===== config.mk =====
export PLATFORM = sky130hd
export DESIGN_NAME = cmp_control
export DESIGN_NICKNAME = d
export VERILOG_FILES = /design/src/verilog/cmp_pkg.sv /design/src/verilog/cmp_sync.sv /design/src/verilog/cmp_filter.sv /design/src/verilog/cmp_control.sv
export SDC_FILE = /design/constraint.sdc
export NUM_CORES = 1
export LEC_CHECK = 0
export ABC_AREA = 1
export BUFFER_PORTS_ARGS = -buffer_cell sky130_fd_sc_hd__buf_2
export CORE_ASPECT_RATIO = 0.8
export CORE_MARGIN = 3
export CORE_UTILIZATION = 51
export CTS_BUF_LIST = sky130_fd_sc_hd__clkbuf_4
export CTS_CLUSTER_SIZE = 14
export DETAILED_ROUTE_END_ITERATION = 16
export PLACE_DENSITY = 0.81
export SKIP_LAST_GASP = 1
export SLEW_MARGIN = 20
export SYNTH_ARGS = -nofsm -noshare
export SYNTH_HDL_FRONTEND = slang
export SYNTH_SLANG_ARGS = --single-unit

===== constraint.sdc =====
create_clock -name aclk -period 2.81 [get_ports aclk]
set_input_delay 0.562 -clock aclk [delete_from_list [all_inputs] [get_ports aclk]]
set_output_delay 0.562 -clock aclk [all_outputs]
set_load 0.02 [all_outputs]

===== src/verilog/cmp_pkg.sv =====
// Purpose: shared constants and types for the dual comparator control block
// Assumes: 32-bit register bus, one aligned word per register
// Notes:   offsets are byte addresses
package cmp_pkg;

  localparam logic [11:0] ctl0_offset   = 12'h000;
  localparam logic [11:0] ctl1_offset   = 12'h004;
  localparam logic [11:0] status_offset = 12'h008;
  localparam logic [11:0] vref_offset   = 12'h00C;
  localparam logic [11:0] clken_offset  = 12'h010;
  localparam logic [11:0] mask_offset   = 12'h014;

  localparam int irq_enable_bit = 1;
  localparam int neg_sel_lsb    = 4;
  localparam int edge_sel_lsb   = 8;
  localparam int filt_lsb       = 13;
  localparam int out_state_lsb  = 4;
  localparam int clk_gate_bit   = 7;
  localparam int ladder_lsb     = 0;

  localparam logic [31:0] ctl_write_mask  = 32'h0000_E33F;
  localparam logic [31:0] vref_write_mask = 32'h0000_000F;
  localparam logic [31:0] reg_reset_value = 32'h0000_0000;
  localparam logic [1:0]  resp_okay       = 2'b00;
  localparam logic [1:0]  resp_slverr     = 2'b10;

  localparam logic [1:0] edge_both    = 2'b00;
  localparam logic [1:0] edge_rising  = 2'b01;
  localparam logic [1:0] edge_falling = 2'b10;
  localparam logic [1:0] neg_pin      = 2'b00;
  localparam logic [1:0] neg_ladder   = 2'b01;
  localparam logic [1:0] neg_bandgap  = 2'b10;
  localparam logic [1:0] neg_dac      = 2'b11;

  localparam int          sync_stages  = 2;
  localparam logic [6:0]  filt_cnt_reset = 7'h00;

  typedef struct packed {
    logic [2:0] filter_count;
    logic [1:0] edge_select;
    logic [1:0] neg_select;
    logic       irq_enable;
  } cmp_cfg_type;

  typedef struct packed {
    logic [1:0] neg_select_0;
    logic [1:0] neg_select_1;
    logic [3:0] ladder_level;
    logic       ladder_enable;
  } analog_ctl_type;

  // number of equal samples a filter code asks for, 0 when off
  function automatic logic [6:0] filter_samples(input logic [2:0] code);
    filter_samples = (code == 3'd0) ? 7'd0 : 7'(7'd1 << (code - 3'd1));
  endfunction

endpackage


===== src/verilog/cmp_sync.sv =====
// Purpose: two-stage synchroniser for one comparator output
// Assumes: input is fully asynchronous to aclk
// Notes:   first stage read only by second stage
`timescale 1ns/10ps
module cmp_sync (
  input  wire logic aclk,
  input  wire logic aresetn,
  input  wire logic async_in,
  output logic      sync_out
);

  logic [cmp_pkg::sync_stages-1:0] stage_q;
  logic [cmp_pkg::sync_stages-1:0] stage_d;

  always_comb begin
    stage_d = {stage_q[cmp_pkg::sync_stages-2:0], async_in};
  end

  always_ff @(posedge aclk) begin
    if (!aresetn) begin
      stage_q <= '0;
    end else begin
      stage_q <= stage_d;
    end
  end

  assign sync_out = stage_q[cmp_pkg::sync_stages-1];

endmodule


===== src/verilog/cmp_filter.sv =====
// Purpose: sample-count filter and edge detector for one comparator
// Assumes: input already synchronised to aclk
// Notes:   filter restarts its count whenever the raw level changes
`timescale 1ns/10ps
module cmp_filter (
  input  wire logic       aclk,
  input  wire logic       aresetn,
  input  wire logic       run,
  input  wire logic       raw_in,
  input  wire logic [2:0] filter_code,
  input  wire logic [1:0] edge_select,
  output logic            level_out,
  output logic            edge_hit
);

  logic       raw_prev_q;
  logic       raw_prev_d;
  logic [6:0] count_q;
  logic [6:0] count_d;
  logic       filt_q;
  logic       filt_d;
  logic       used_q;
  logic       used_d;
  logic [6:0] need;
  logic       used_now;

  always_comb begin
    need       = cmp_pkg::filter_samples(filter_code);
    raw_prev_d = raw_in;
    count_d    = count_q;
    filt_d     = filt_q;
    if (raw_in != raw_prev_q) begin
      count_d = 7'd1;
    end else if (count_q != 7'h7F) begin
      count_d = 7'(count_q + 7'd1);
    end
    // count_q holds the earlier equal samples, raw_in is the newest
    // tracks raw while off, so turning the filter on gives no false edge
    if (need <= 7'd1) begin
      filt_d = raw_in;
    end else if (raw_in == raw_prev_q && count_q >= 7'(need - 7'd1)) begin
      filt_d = raw_in;
    end
    used_now = (filter_code != 3'd0) ? filt_d : raw_in;
    used_d   = used_now;
    edge_hit = 1'b0;
    if (run) begin
      case (edge_select)
        cmp_pkg::edge_both:    edge_hit = used_now != used_q;
        cmp_pkg::edge_rising:  edge_hit = used_now & ~used_q;
        cmp_pkg::edge_falling: edge_hit = ~used_now & used_q;
        default:               edge_hit = 1'b0;
      endcase
    end
  end

  always_ff @(posedge aclk) begin
    if (!aresetn) begin
      raw_prev_q <= 1'b0;
      count_q    <= cmp_pkg::filt_cnt_reset;
      filt_q     <= 1'b0;
      used_q     <= 1'b0;
    end else begin
      raw_prev_q <= raw_prev_d;
      count_q    <= count_d;
      filt_q     <= filt_d;
      used_q     <= used_d;
    end
  end

  assign level_out = used_q;

  ////////////////////////////////////////////////////////////////////////////
  property p_filter_hold;
    @(posedge aclk) disable iff (!aresetn)
      (filter_code == 3'd3 && $changed(filt_q)) |-> $past(raw_in, 1) == $past(raw_in, 4);
  endproperty
  a_filter_hold: assert property (p_filter_hold) else $error("filter moved too early");

  property p_filter_follow;
    @(posedge aclk) disable iff (!aresetn)
      (filter_code == 3'd3 && raw_in == $past(raw_in, 1) && raw_in == $past(raw_in, 2) &&
       raw_in == $past(raw_in, 3)) |=> filt_q == $past(raw_in);
  endproperty
  a_filter_follow: assert property (p_filter_follow) else $error("filter too slow");

  property p_rise_only;
    @(posedge aclk) disable iff (!aresetn)
      (edge_select == cmp_pkg::edge_rising && edge_hit) |-> used_d && !used_q;
  endproperty
  a_rise_only: assert property (p_rise_only) else $error("rising select hit wrong edge");

  property p_raw_path;
    @(posedge aclk) disable iff (!aresetn)
      (filter_code == 3'd0) |=> level_out == $past(raw_in);
  endproperty
  a_raw_path: assert property (p_raw_path) else $error("unfiltered path lags");

endmodule


===== src/verilog/cmp_control.sv =====
// Purpose: digital control of two analog comparators and the reference ladder
// Assumes: AXI4-Lite slave, one write and one read at a time
// Notes:   edge detection stops when the clock gate bit is low
// Operation
// - output is one when plus exceeds minus
// - both comparators share one interrupt
// - status bits 4 and 5 show levels
// - selected edge sets flag bit 0/1
// - edge select field at bits 9:8
// - 00 both, 01 rise, 10 fall
// - nonzero filter code uses filtered output
// - write one clears change flag
// - level must hold before filter follows
// - filter codes give 1 to 64 samples
// - ladder tap from reference bits 3:0
// - ladder off unless a select is 01
// - negative select: pin, ladder, bandgap, converter
// - logic runs only while gate bit set (only edge detection is gated here)
`timescale 1ns/10ps
module cmp_control (
  input  wire logic                    aclk,
  input  wire logic                    aresetn,
  input  wire logic [11:0]             s_axi_awaddr,
  input  wire logic                    s_axi_awvalid,
  output logic                         s_axi_awready,
  input  wire logic [31:0]             s_axi_wdata,
  input  wire logic [3:0]              s_axi_wstrb,
  input  wire logic                    s_axi_wvalid,
  output logic                         s_axi_wready,
  output logic [1:0]                   s_axi_bresp,
  output logic                         s_axi_bvalid,
  input  wire logic                    s_axi_bready,
  input  wire logic [11:0]             s_axi_araddr,
  input  wire logic                    s_axi_arvalid,
  output logic                         s_axi_arready,
  output logic [31:0]                  s_axi_rdata,
  output logic [1:0]                   s_axi_rresp,
  output logic                         s_axi_rvalid,
  input  wire logic                    s_axi_rready,
  input  wire logic                    cmp0_analog_out,
  input  wire logic                    cmp1_analog_out,
  output cmp_pkg::analog_ctl_type      analog_ctl,
  output logic                         cmp_irq
);

  ////////////////////////////////////////////////////////////////////////////
  logic [31:0] ctl0_q, ctl0_d, ctl1_q, ctl1_d, vref_q, vref_d;
  logic [31:0] clken_q, clken_d, mask_q, mask_d;
  logic [1:0]  flag_q, flag_d;
  logic        aw_q, aw_d, w_q, w_d, bvalid_q, bvalid_d, rvalid_q, rvalid_d;
  logic [11:0] awaddr_q, awaddr_d;
  logic [31:0] wdata_q, wdata_d, rdata_q, rdata_d;
  logic [3:0]  wstrb_q, wstrb_d;
  logic [1:0]  bresp_q, bresp_d, rresp_q, rresp_d;
  cmp_pkg::analog_ctl_type ana_q, ana_d;

  logic        sync0, sync1, lvl0, lvl1, hit0, hit1, run, do_write;
  cmp_pkg::cmp_cfg_type cfg0, cfg1;

  function automatic logic [31:0] merge(input logic [31:0] old, input logic [31:0] val,
                                        input logic [3:0] strb, input logic [31:0] keep);
    logic [31:0] res;
    res = old;
    for (int i = 0; i < 4; i++) begin
      if (strb[i]) begin
        res[i*8 +: 8] = val[i*8 +: 8];
      end
    end
    merge = res & keep;
  endfunction

  function automatic logic known(input logic [11:0] a);
    known = a == cmp_pkg::ctl0_offset || a == cmp_pkg::ctl1_offset ||
            a == cmp_pkg::status_offset || a == cmp_pkg::vref_offset ||
            a == cmp_pkg::clken_offset || a == cmp_pkg::mask_offset;
  endfunction

  function automatic cmp_pkg::cmp_cfg_type to_cfg(input logic [31:0] c);
    to_cfg.filter_count = c[cmp_pkg::filt_lsb +: 3];
    to_cfg.edge_select  = c[cmp_pkg::edge_sel_lsb +: 2];
    to_cfg.neg_select   = c[cmp_pkg::neg_sel_lsb +: 2];
    to_cfg.irq_enable   = c[cmp_pkg::irq_enable_bit];
  endfunction

  ////////////////////////////////////////////////////////////////////////////
  // synchronise analog results
  cmp_sync u_sync0 (.aclk(aclk), .aresetn(aresetn), .async_in(cmp0_analog_out),
                    .sync_out(sync0));
  cmp_sync u_sync1 (.aclk(aclk), .aresetn(aresetn), .async_in(cmp1_analog_out),
                    .sync_out(sync1));

  assign cfg0 = to_cfg(ctl0_q);
  assign cfg1 = to_cfg(ctl1_q);
  assign run  = clken_q[cmp_pkg::clk_gate_bit];

  cmp_filter u_filt0 (.aclk(aclk), .aresetn(aresetn), .run(run), .raw_in(sync0),
                      .filter_code(cfg0.filter_count), .edge_select(cfg0.edge_select),
                      .level_out(lvl0), .edge_hit(hit0));
  cmp_filter u_filt1 (.aclk(aclk), .aresetn(aresetn), .run(run), .raw_in(sync1),
                      .filter_code(cfg1.filter_count), .edge_select(cfg1.edge_select),
                      .level_out(lvl1), .edge_hit(hit1));

  ////////////////////////////////////////////////////////////////////////////
  // bus slave: address and data may come in either order
  always_comb begin
    aw_d     = aw_q;
    w_d      = w_q;
    awaddr_d = awaddr_q;
    wdata_d  = wdata_q;
    wstrb_d  = wstrb_q;
    bvalid_d = bvalid_q;
    bresp_d  = bresp_q;
    rvalid_d = rvalid_q;
    rresp_d  = rresp_q;
    rdata_d  = rdata_q;
    if (s_axi_awvalid && s_axi_awready) begin
      aw_d     = 1'b1;
      awaddr_d = s_axi_awaddr;
    end
    if (s_axi_wvalid && s_axi_wready) begin
      w_d     = 1'b1;
      wdata_d = s_axi_wdata;
      wstrb_d = s_axi_wstrb;
    end
    do_write = aw_q && w_q && !bvalid_q;
    if (do_write) begin
      aw_d     = 1'b0;
      w_d      = 1'b0;
      bvalid_d = 1'b1;
      bresp_d  = known(awaddr_q) ? cmp_pkg::resp_okay : cmp_pkg::resp_slverr;
    end
    if (bvalid_q && s_axi_bready) begin
      bvalid_d = 1'b0;
    end
    if (s_axi_arvalid && s_axi_arready) begin
      rvalid_d = 1'b1;
      rresp_d  = known(s_axi_araddr) ? cmp_pkg::resp_okay : cmp_pkg::resp_slverr;
      case (s_axi_araddr)
        cmp_pkg::ctl0_offset:   rdata_d = ctl0_q;
        cmp_pkg::ctl1_offset:   rdata_d = ctl1_q;
        // levels at bits 4 and 5
        cmp_pkg::status_offset: rdata_d = {26'd0, lvl1, lvl0, 2'b00, flag_q};
        cmp_pkg::vref_offset:   rdata_d = vref_q;
        cmp_pkg::clken_offset:  rdata_d = clken_q;
        cmp_pkg::mask_offset:   rdata_d = mask_q;
        default:                rdata_d = cmp_pkg::reg_reset_value;
      endcase
    end else if (rvalid_q && s_axi_rready) begin
      rvalid_d = 1'b0;
    end
  end

  assign s_axi_awready = !aw_q && !bvalid_q;
  assign s_axi_wready  = !w_q && !bvalid_q;
  assign s_axi_arready = !rvalid_q;
  assign s_axi_bvalid  = bvalid_q;
  assign s_axi_bresp   = bresp_q;
  assign s_axi_rvalid  = rvalid_q;
  assign s_axi_rresp   = rresp_q;
  assign s_axi_rdata   = rdata_q;

  ////////////////////////////////////////////////////////////////////////////
  // register file and sticky flags
  always_comb begin
    ctl0_d  = ctl0_q;
    ctl1_d  = ctl1_q;
    vref_d  = vref_q;
    clken_d = clken_q;
    mask_d  = mask_q;
    flag_d  = flag_q;
    if (do_write) begin
      case (awaddr_q)
        cmp_pkg::ctl0_offset:
          ctl0_d = merge(ctl0_q, wdata_q, wstrb_q, cmp_pkg::ctl_write_mask);
        cmp_pkg::ctl1_offset:
          ctl1_d = merge(ctl1_q, wdata_q, wstrb_q, cmp_pkg::ctl_write_mask);
        cmp_pkg::vref_offset:
          vref_d = merge(vref_q, wdata_q, wstrb_q, cmp_pkg::vref_write_mask);
        cmp_pkg::clken_offset:
          clken_d = merge(clken_q, wdata_q, wstrb_q, 32'h0000_0080);
        cmp_pkg::mask_offset:
          mask_d = merge(mask_q, wdata_q, wstrb_q, 32'h0000_0003);
        cmp_pkg::status_offset:
          if (wstrb_q[0]) begin
            flag_d = flag_q & ~wdata_q[1:0];
          end
        default: ;
      endcase
    end
    // selected edge sets flag
    // set wins over a clear in the same cycle
    flag_d = flag_d | {hit1, hit0};
  end

  always_comb begin
    ana_d.neg_select_0  = cfg0.neg_select;
    ana_d.neg_select_1  = cfg1.neg_select;
    ana_d.ladder_level  = vref_q[cmp_pkg::ladder_lsb +: 4];
    ana_d.ladder_enable = cfg0.neg_select == cmp_pkg::neg_ladder ||
                          cfg1.neg_select == cmp_pkg::neg_ladder;
  end

  always_ff @(posedge aclk) begin
    if (!aresetn) begin
      ctl0_q   <= cmp_pkg::reg_reset_value;
      ctl1_q   <= cmp_pkg::reg_reset_value;
      vref_q   <= cmp_pkg::reg_reset_value;
      clken_q  <= cmp_pkg::reg_reset_value;
      mask_q   <= cmp_pkg::reg_reset_value;
      flag_q   <= 2'b00;
      aw_q     <= 1'b0;
      w_q      <= 1'b0;
      awaddr_q <= 12'h000;
      wdata_q  <= cmp_pkg::reg_reset_value;
      wstrb_q  <= 4'h0;
      bvalid_q <= 1'b0;
      bresp_q  <= cmp_pkg::resp_okay;
      rvalid_q <= 1'b0;
      rresp_q  <= cmp_pkg::resp_okay;
      rdata_q  <= cmp_pkg::reg_reset_value;
      ana_q    <= '0;
    end else begin
      ctl0_q   <= ctl0_d;
      ctl1_q   <= ctl1_d;
      vref_q   <= vref_d;
      clken_q  <= clken_d;
      mask_q   <= mask_d;
      flag_q   <= flag_d;
      aw_q     <= aw_d;
      w_q      <= w_d;
      awaddr_q <= awaddr_d;
      wdata_q  <= wdata_d;
      wstrb_q  <= wstrb_d;
      bvalid_q <= bvalid_d;
      bresp_q  <= bresp_d;
      rvalid_q <= rvalid_d;
      rresp_q  <= rresp_d;
      rdata_q  <= rdata_d;
      ana_q    <= ana_d;
    end
  end

  assign analog_ctl = ana_q;
  assign cmp_irq = |(flag_q & mask_q[1:0] &
                     {ctl1_q[cmp_pkg::irq_enable_bit], ctl0_q[cmp_pkg::irq_enable_bit]});

  ////////////////////////////////////////////////////////////////////////////
  property p_flag_set;
    @(posedge aclk) disable iff (!aresetn) hit0 |=> flag_q[0];
  endproperty
  a_flag_set: assert property (p_flag_set) else $error("edge did not set flag");

  property p_flag_clear;
    @(posedge aclk) disable iff (!aresetn)
      (do_write && awaddr_q == cmp_pkg::status_offset && wstrb_q[0] && wdata_q[1] && !hit1)
        |=> !flag_q[1];
  endproperty
  a_flag_clear: assert property (p_flag_clear) else $error("flag not cleared");

  property p_flag_keep;
    @(posedge aclk) disable iff (!aresetn) (flag_q[0] && !(do_write && wdata_q[0])) |=> flag_q[0];
  endproperty
  a_flag_keep: assert property (p_flag_keep) else $error("flag lost");

  property p_irq;
    @(posedge aclk) disable iff (!aresetn)
      (flag_q[1] && mask_q[1] && ctl1_q[cmp_pkg::irq_enable_bit]) |-> cmp_irq;
  endproperty
  a_irq: assert property (p_irq) else $error("interrupt missing");

  property p_ladder;
    @(posedge aclk) disable iff (!aresetn)
      (cfg0.neg_select != cmp_pkg::neg_ladder && cfg1.neg_select != cmp_pkg::neg_ladder)
        |=> !analog_ctl.ladder_enable;
  endproperty
  a_ladder: assert property (p_ladder) else $error("ladder left on");

  property p_tap;
    @(posedge aclk) disable iff (!aresetn) 1'b1 |=> analog_ctl.ladder_level == $past(vref_q[3:0]);
  endproperty
  a_tap: assert property (p_tap) else $error("ladder tap wrong");

  property p_gate;
    @(posedge aclk) disable iff (!aresetn) !run |=> flag_q == $past(flag_q) || $past(do_write);
  endproperty
  a_gate: assert property (p_gate) else $error("flag moved while gated");

  property p_level;
    @(posedge aclk) disable iff (!aresetn)
      (cfg0.filter_count == 3'd0) ##1 (cfg0.filter_count == 3'd0)[*3] |-> lvl0 == $past(cmp0_analog_out, 3);
  endproperty
  a_level: assert property (p_level) else $error("level not tracking input");

endmodule


==> results of run 1 <==
-- where the power goes --
group	leakage [nW]	total (mW)	switching, mW	internal [mW]
Sequential	0.882	1.64	0.0512	1.59
Combinational	1.89	0.363	0.247	0.116
Clock	0.0862	0.850	0.556	0.294
Total	2.86	2.86	0.853	2.00
-- per-layer routing --
layer | part of all wire | vias up
met3 | 0.043 | 11
met5 | 0 | -
met4 | 0.0086 | 0
met2 | 0.48 | 90
li1 | - | 2496
met1 | 0.46 | 2155
-- cells by family (layout without fill, tap and decap cells) --
kind of cell,after synthesis,after routing
and+or+nand+nor,309,309
buffers and inverters,135,209
adders and majority gates,24,24
AOI/OAI and AO/OA,141,141
DFF,108,108
other,1,22
xor gates and xnor gates,11,11
-- registers in the layout, indices dropped and copies added (netlist names), 7 cells and up --
register	flops
ctl1_q	11
s_axi_rdata	12
awaddr_q	12
u_filt0.count_q	7
wdata_q	12
ctl0_q	11
analog_ctl	9
u_filt1.count_q	7
-- repair_timing --
item,4_1_cts,5_1_grt
setup buffers,0,5
pin swaps,0,14
endpoints found under the hold margin,0,0
setup endpoints to repair,2,2
resized for setup,6,37
-- layout by cell type (no fill, tap or decap), types with 9 or more instances in the layout --
master / Yosys / layout
nor2_1: 93 / 90
clkbuf_4: 0 / 9
buf_4: 23 / 24
a21oi_1: 57 / 56
nand3_1: 43 / 40
dfxtp_1: 108 / 103
inv_1: 82 / 78
o21ai_1: 12 / 14
buf_2: 5 / 75
nand2_1: 132 / 127
ha_1: 24 / 19
nand2_2: 5 / 10
o21ai_0: 44 / 40
conb_1: 1 / 22
-- layout make-up --
type | count | area (um^2) | share of cell area
multi-input cells | 507 | 2790 | 0.447
flip-flops and latches | 108 | 2170 | 0.348
repair buffers | 101 | 587 | 0.0942
inverters | 92 | 354 | 0.0568
well taps | 136 | 170 | 0.0273
clock inverters | 7 | 97.6 | 0.0157
clock buffers | 9 | 67.6 | 0.0108
-- worst min-delay path by stage --
stage | to | slack [ps] | depth (start not counted)
2_1_floorplan | u_sync0.stage_q[1] | 390 | 2
3_3_place_gp | u_sync1.stage_q[1] | 410 | 2
3_5_place_dp | u_sync1.stage_q[1] | 420 | 2
4_1_cts | s_axi_bvalid | 220 | 2
5_1_grt | s_axi_bvalid | 220 | 2
6_report | s_axi_bvalid | 250 | 2
-- per-stage QoR --
| stage | hold slack (ps) | area, um^2 | setup TNS [ps] | instances | utilization |
|---|---|---|---|---|---|
| after floorplan | 390 | 5430 | 0 | 750 | - |
| after global placement | 413 | 5880 | 0 | 939 | 0.592 |
| after detailed placement | 421 | 5880 | -120 | 939 | 0.592 |
| after CTS | 219 | 6060 | -34.9 | 955 | 0.610 |
| after global routing | 215 | 6230 | -115 | 960 | 0.627 |
| final | 248 | 6230 | 0 | 960 | 0.627 |
==> metrics, run 1 <==
status finished clean; PortBufs 75; pwr/cell area 458 nW/um^2; Layout Nets 912; Critical path origin ctl1_q[13]; most numerous cell in the Yosys netlist nand2_1; worst reg-to-reg setup slack 110 ps; GRT Total Usage 0.194; critical path data arrival time 3070 ps; Worst Setup EP flag_q[1]; main combinational cell family by area after synthesis simple AND/OR/NAND/NOR gates; worst vdd ir 0.294 mV; Hold-fix buffers, CTS 0; Critical Path Source Type flip-flop; CTS tree yes; Rel. slew slack 0.611; Setup crit end kind flip-flop; root buf cell clkbuf_4; final WL 11.9 mm; Synth Area in Simple Gates 0.260; WS Path Type reg -> reg; Iter 0 DRT Violations 292; XOR/XNOR share of the synthesized area 0.0180; Num CTS Buffers 9; Synth top cells by count nand2_1, dfxtp_1, nor2_1, inv_1, a21oi_1; Post-synth top flop dfxtp_1; Routed Antenna Nets 0; Hold Path Class in -> reg; # rows 32; RR Endpoint flag_q[1]; DRC viols 0; Yosys top cell area share 0.404; Routed WL per cell 12.4 um; CP bufs+invs 4; # IOs 120; Worst Path Required 3180 ps; M1 GR Usage 0.257; post-route minimum period 2700 ps; GRT busiest layer met2; Synth Area in Adders 0.0561; post-synthesis mux area share 0; fillers 934; met3 GRT Util 0.0413; met2 Use GR 0.324; Lkg Pwr 2.86 nW; first-pass iteration count of the detailed router 4; full die area 11800 um^2; area leader, netlist dfxtp_1; slowest CP cell dfxtp_2; fin crit share 0.960; part of the Yosys area used for sequential elements 0.404; Via density 4.95; Area growth syn-to-layout 16.4%; Max-cap violations 0; Clock H-tree levels 3; Crit. path cell count 21; clk_lat worst skew 480 ps; CORE AREA 9930 um^2; pre-CTS setup slack -78.7 ps; diode count 0; CP max FO 3; Synth warnings 0; number of synthesized flops with an enable pin 0; Fin. Hold Viols 0; synthesized flop and latch total 108; Largest delay share family, worst path adder cells; Post-Syn Instances 729; CP most frequent cell nand2_1; dpl hpwl 8.72 mm; setup ws final 111 ps; Placer Congestion 0.870; number of global-route vias before repair 4220; Final Slew Violations 0; Tot Pwr 2.86 mW; mean area per synthesized cell 7.34 um^2; CTS Sinks 108; async set-reset flop share out of synthesis 0; gr ovfl total 0; Die Span X 121 um; final setup violation count 0; initial antenna violation count 0; Reg2Reg Launch Point ctl1_q[13]; worst-path cell chain inv_4, nor2_4, nand2_2, ha_4, inv_4, a31oi_4, buf_6, a21oi_2, ha_1, a21oi_1, nand2_1, nand3_1, nand3_1, nand2_1, nand2_1, nand2_1, nand2_2, buf_4, ha_2, o2111ai_2, a21oi_1; share of layout cells above drive strength 1 0.229; min-delay src s_axi_bready; R2R cell count 21; CP peak stage delay 370 ps; Clock Skew 28.9 ps; pin count of the biggest net entering global routing 35; f_max 371 MHz; Die Y 97.6 um; Worst-path clk slew 180 ps; Slew @ Worst Pin 584 ps; Initial Utilization 0.539; main area contributors after synthesis dfxtp_1, nand2_1, nor2_1; Synth Area in Compound Gates 0.145; clock tree buffer depth 2; Cell variety after synth 43; mapped cell area 5350 um^2; vias 4752; first-pass GRT wire length 18.8 mm
No activity file was read; power rests on OpenSTA's default activity.
==> run 2: changes to the inputs <==
--- a/config.mk
+++ b/config.mk
@@ -9,11 +9,11 @@
 export BUFFER_PORTS_ARGS = -buffer_cell sky130_fd_sc_hd__buf_2
 export CORE_ASPECT_RATIO = 0.8
 export CORE_MARGIN = 3
-export CORE_UTILIZATION = 51
+export CORE_UTILIZATION = 26
 export CTS_BUF_LIST = sky130_fd_sc_hd__clkbuf_4
 export CTS_CLUSTER_SIZE = 14
 export DETAILED_ROUTE_END_ITERATION = 16
-export PLACE_DENSITY = 0.81
+export PLACE_DENSITY = 0.48
 export SKIP_LAST_GASP = 1
 export SLEW_MARGIN = 20
 export SYNTH_ARGS = -nofsm -noshare
==> metrics, run 2 (synthesis gave the netlist of run 1 again) <==
final setup violation count 0; worst hold slack 243 ps; Num CTS Buffers 9; clock tree buffer depth 2; number of global-route vias before repair 4404; commonest non-fill, non-tap cell in the layout nand2_1; worst-path cell chain inv_4, nor2_4, nand2_2, ha_4, inv_4, a31oi_4, o21ai_1, nand2_1, inv_2, ha_4, inv_2, nor2_4, o21ai_1, nand3_2, nand2_2, nand2_1, nand2_1, nand2_2, inv_2, ha_4, nand3_2, o2111ai_2, a21oi_1; Critical Path Source Type flip-flop; Worst Path Required 3170 ps; clk_lat worst skew 480 ps; initial antenna violation count 0; pre-CTS setup slack -169 ps; slowest CP cell dfxtp_2; Die Span X 166 um; Placer Congestion 0.789; Iter 0 DRT Violations 146; final WL 13.4 mm; first-pass GRT wire length 22.1 mm; pwr/cell area 436 nW/um^2; CTS Sinks 108; Clock H-tree levels 3; Setup TNS 0 ps; pin count of the biggest net entering global routing 38; dpl hpwl 10.0 mm; post-placement cell area 6040 um^2; CP peak stage delay 360 ps; f_max 376 MHz; vias 4649; Routed Antenna Nets 0; WHS Endpoint s_axi_bvalid; Initial Utilization 0.267; Lkg Pwr 2.89 nW; Util after Layout 0.324; fin crit share 0.946; worst hold path depth 2; Area growth syn-to-layout 21.3%; Slew @ Worst Pin 630 ps; PortBufs 75; status finished clean; Routed WL per cell 12.3 um; Die Y 134 um; share of layout cells above drive strength 1 0.263; R2R cell count 23; # rows 46; Setup crit end kind flip-flop; full die area 22400 um^2; gr ovfl total 0; Max-cap violations 0; unrepaired setup endpoints after global routing yes; post-route minimum period 2660 ps; Worst-path clk slew 170 ps; GRT Total Usage 0.121; DRC viols 0; diode count 0; CORE AREA 20000 um^2; worst vdd ir 0.269 mV; WS Path Type reg -> reg; most frequent cells in the layout nand2_1, dfxtp_1, nor2_1; root buf cell clkbuf_4; Final Slew Violations 0; # IOs 120; RR Endpoint flag_q[1]; first-pass iteration count of the detailed router 4; Layout Nets 914; min-delay src s_axi_bready; Reg2Reg Launch Point ctl1_q[13]; Fin. Hold Viols 0; CP bufs+invs 5; final instance area 6490 um^2; critical path data arrival time 3020 ps; setup ws final 151 ps; Largest delay share family, worst path simple AND/OR/NAND/NOR gates; CP max FO 3; Clock Skew 22.2 ps; Rel. slew slack 0.580; worst reg-to-reg setup slack 150 ps; Via density 4.27; Hold-fix buffers, CTS 0; Hold Path Class in -> reg; CTS tree yes
[run 2: per-layer routing]
| layer | vias to the layer above | part of all wire | global-route usage |
|---|---|---|---|
| li1 | 2506 | - | - |
| met1 | 2080 | 0.50 | 0.161 |
| met5 | - | 0 | 0 |
| met2 | 52 | 0.46 | 0.198 |
| met4 | 0 | 0.0099 | 0.0307 |
| met3 | 11 | 0.030 | 0.0309 |
[run 2: area by class of cell]
type                    instances  area [um^2]
fillers                      2212        13500
multi-input cells             507         2900
flip-flops and latches        108         2170
repair buffers                103          602
inverters                      92          357
well taps                     264          330
clock buffers                  10         75.1
clock inverters                 6         63.8
[run 2: report_power, final]
part           internal, mW  switching [mW]
Sequential             1.59          0.0494
Clock                 0.282           0.533
Combinational         0.121           0.253
Total                  1.99           0.836
[run 2: what timing repair did]
action / in CTS / in global routing
endpoints found under the setup margin: 2 / 2
buffers inserted: 0 / 7
pin swaps: 4 / 29
resized for setup: 14 / 59
hold endpoints to repair: 0 / 0
[run 2: worst max-delay path by stage]
| stage | start | cells after the start | to |
|---|---|---|---|
| 3_3_place_gp | ctl1_q[15] | 22 | flag_q[1] |
| 6_report | ctl1_q[13] | 23 | flag_q[1] |
| 5_1_grt | ctl1_q[13] | 19 | flag_q[1] |
| 3_5_place_dp | ctl1_q[14] | 22 | flag_q[1] |
| 2_1_floorplan | ctl1_q[15] | 23 | flag_q[1] |
| 4_1_cts | ctl1_q[15] | 22 | flag_q[1] |
[run 2: metrics by stage]
stage | instances | total power [mW]
detailed placement | 1067 | 2.04
global route | 1090 | 3.01
finish | 1090 | 2.83
floorplan | 750 | 1.95
global placement | 1067 | 2.04
CTS | 1083 | 2.88
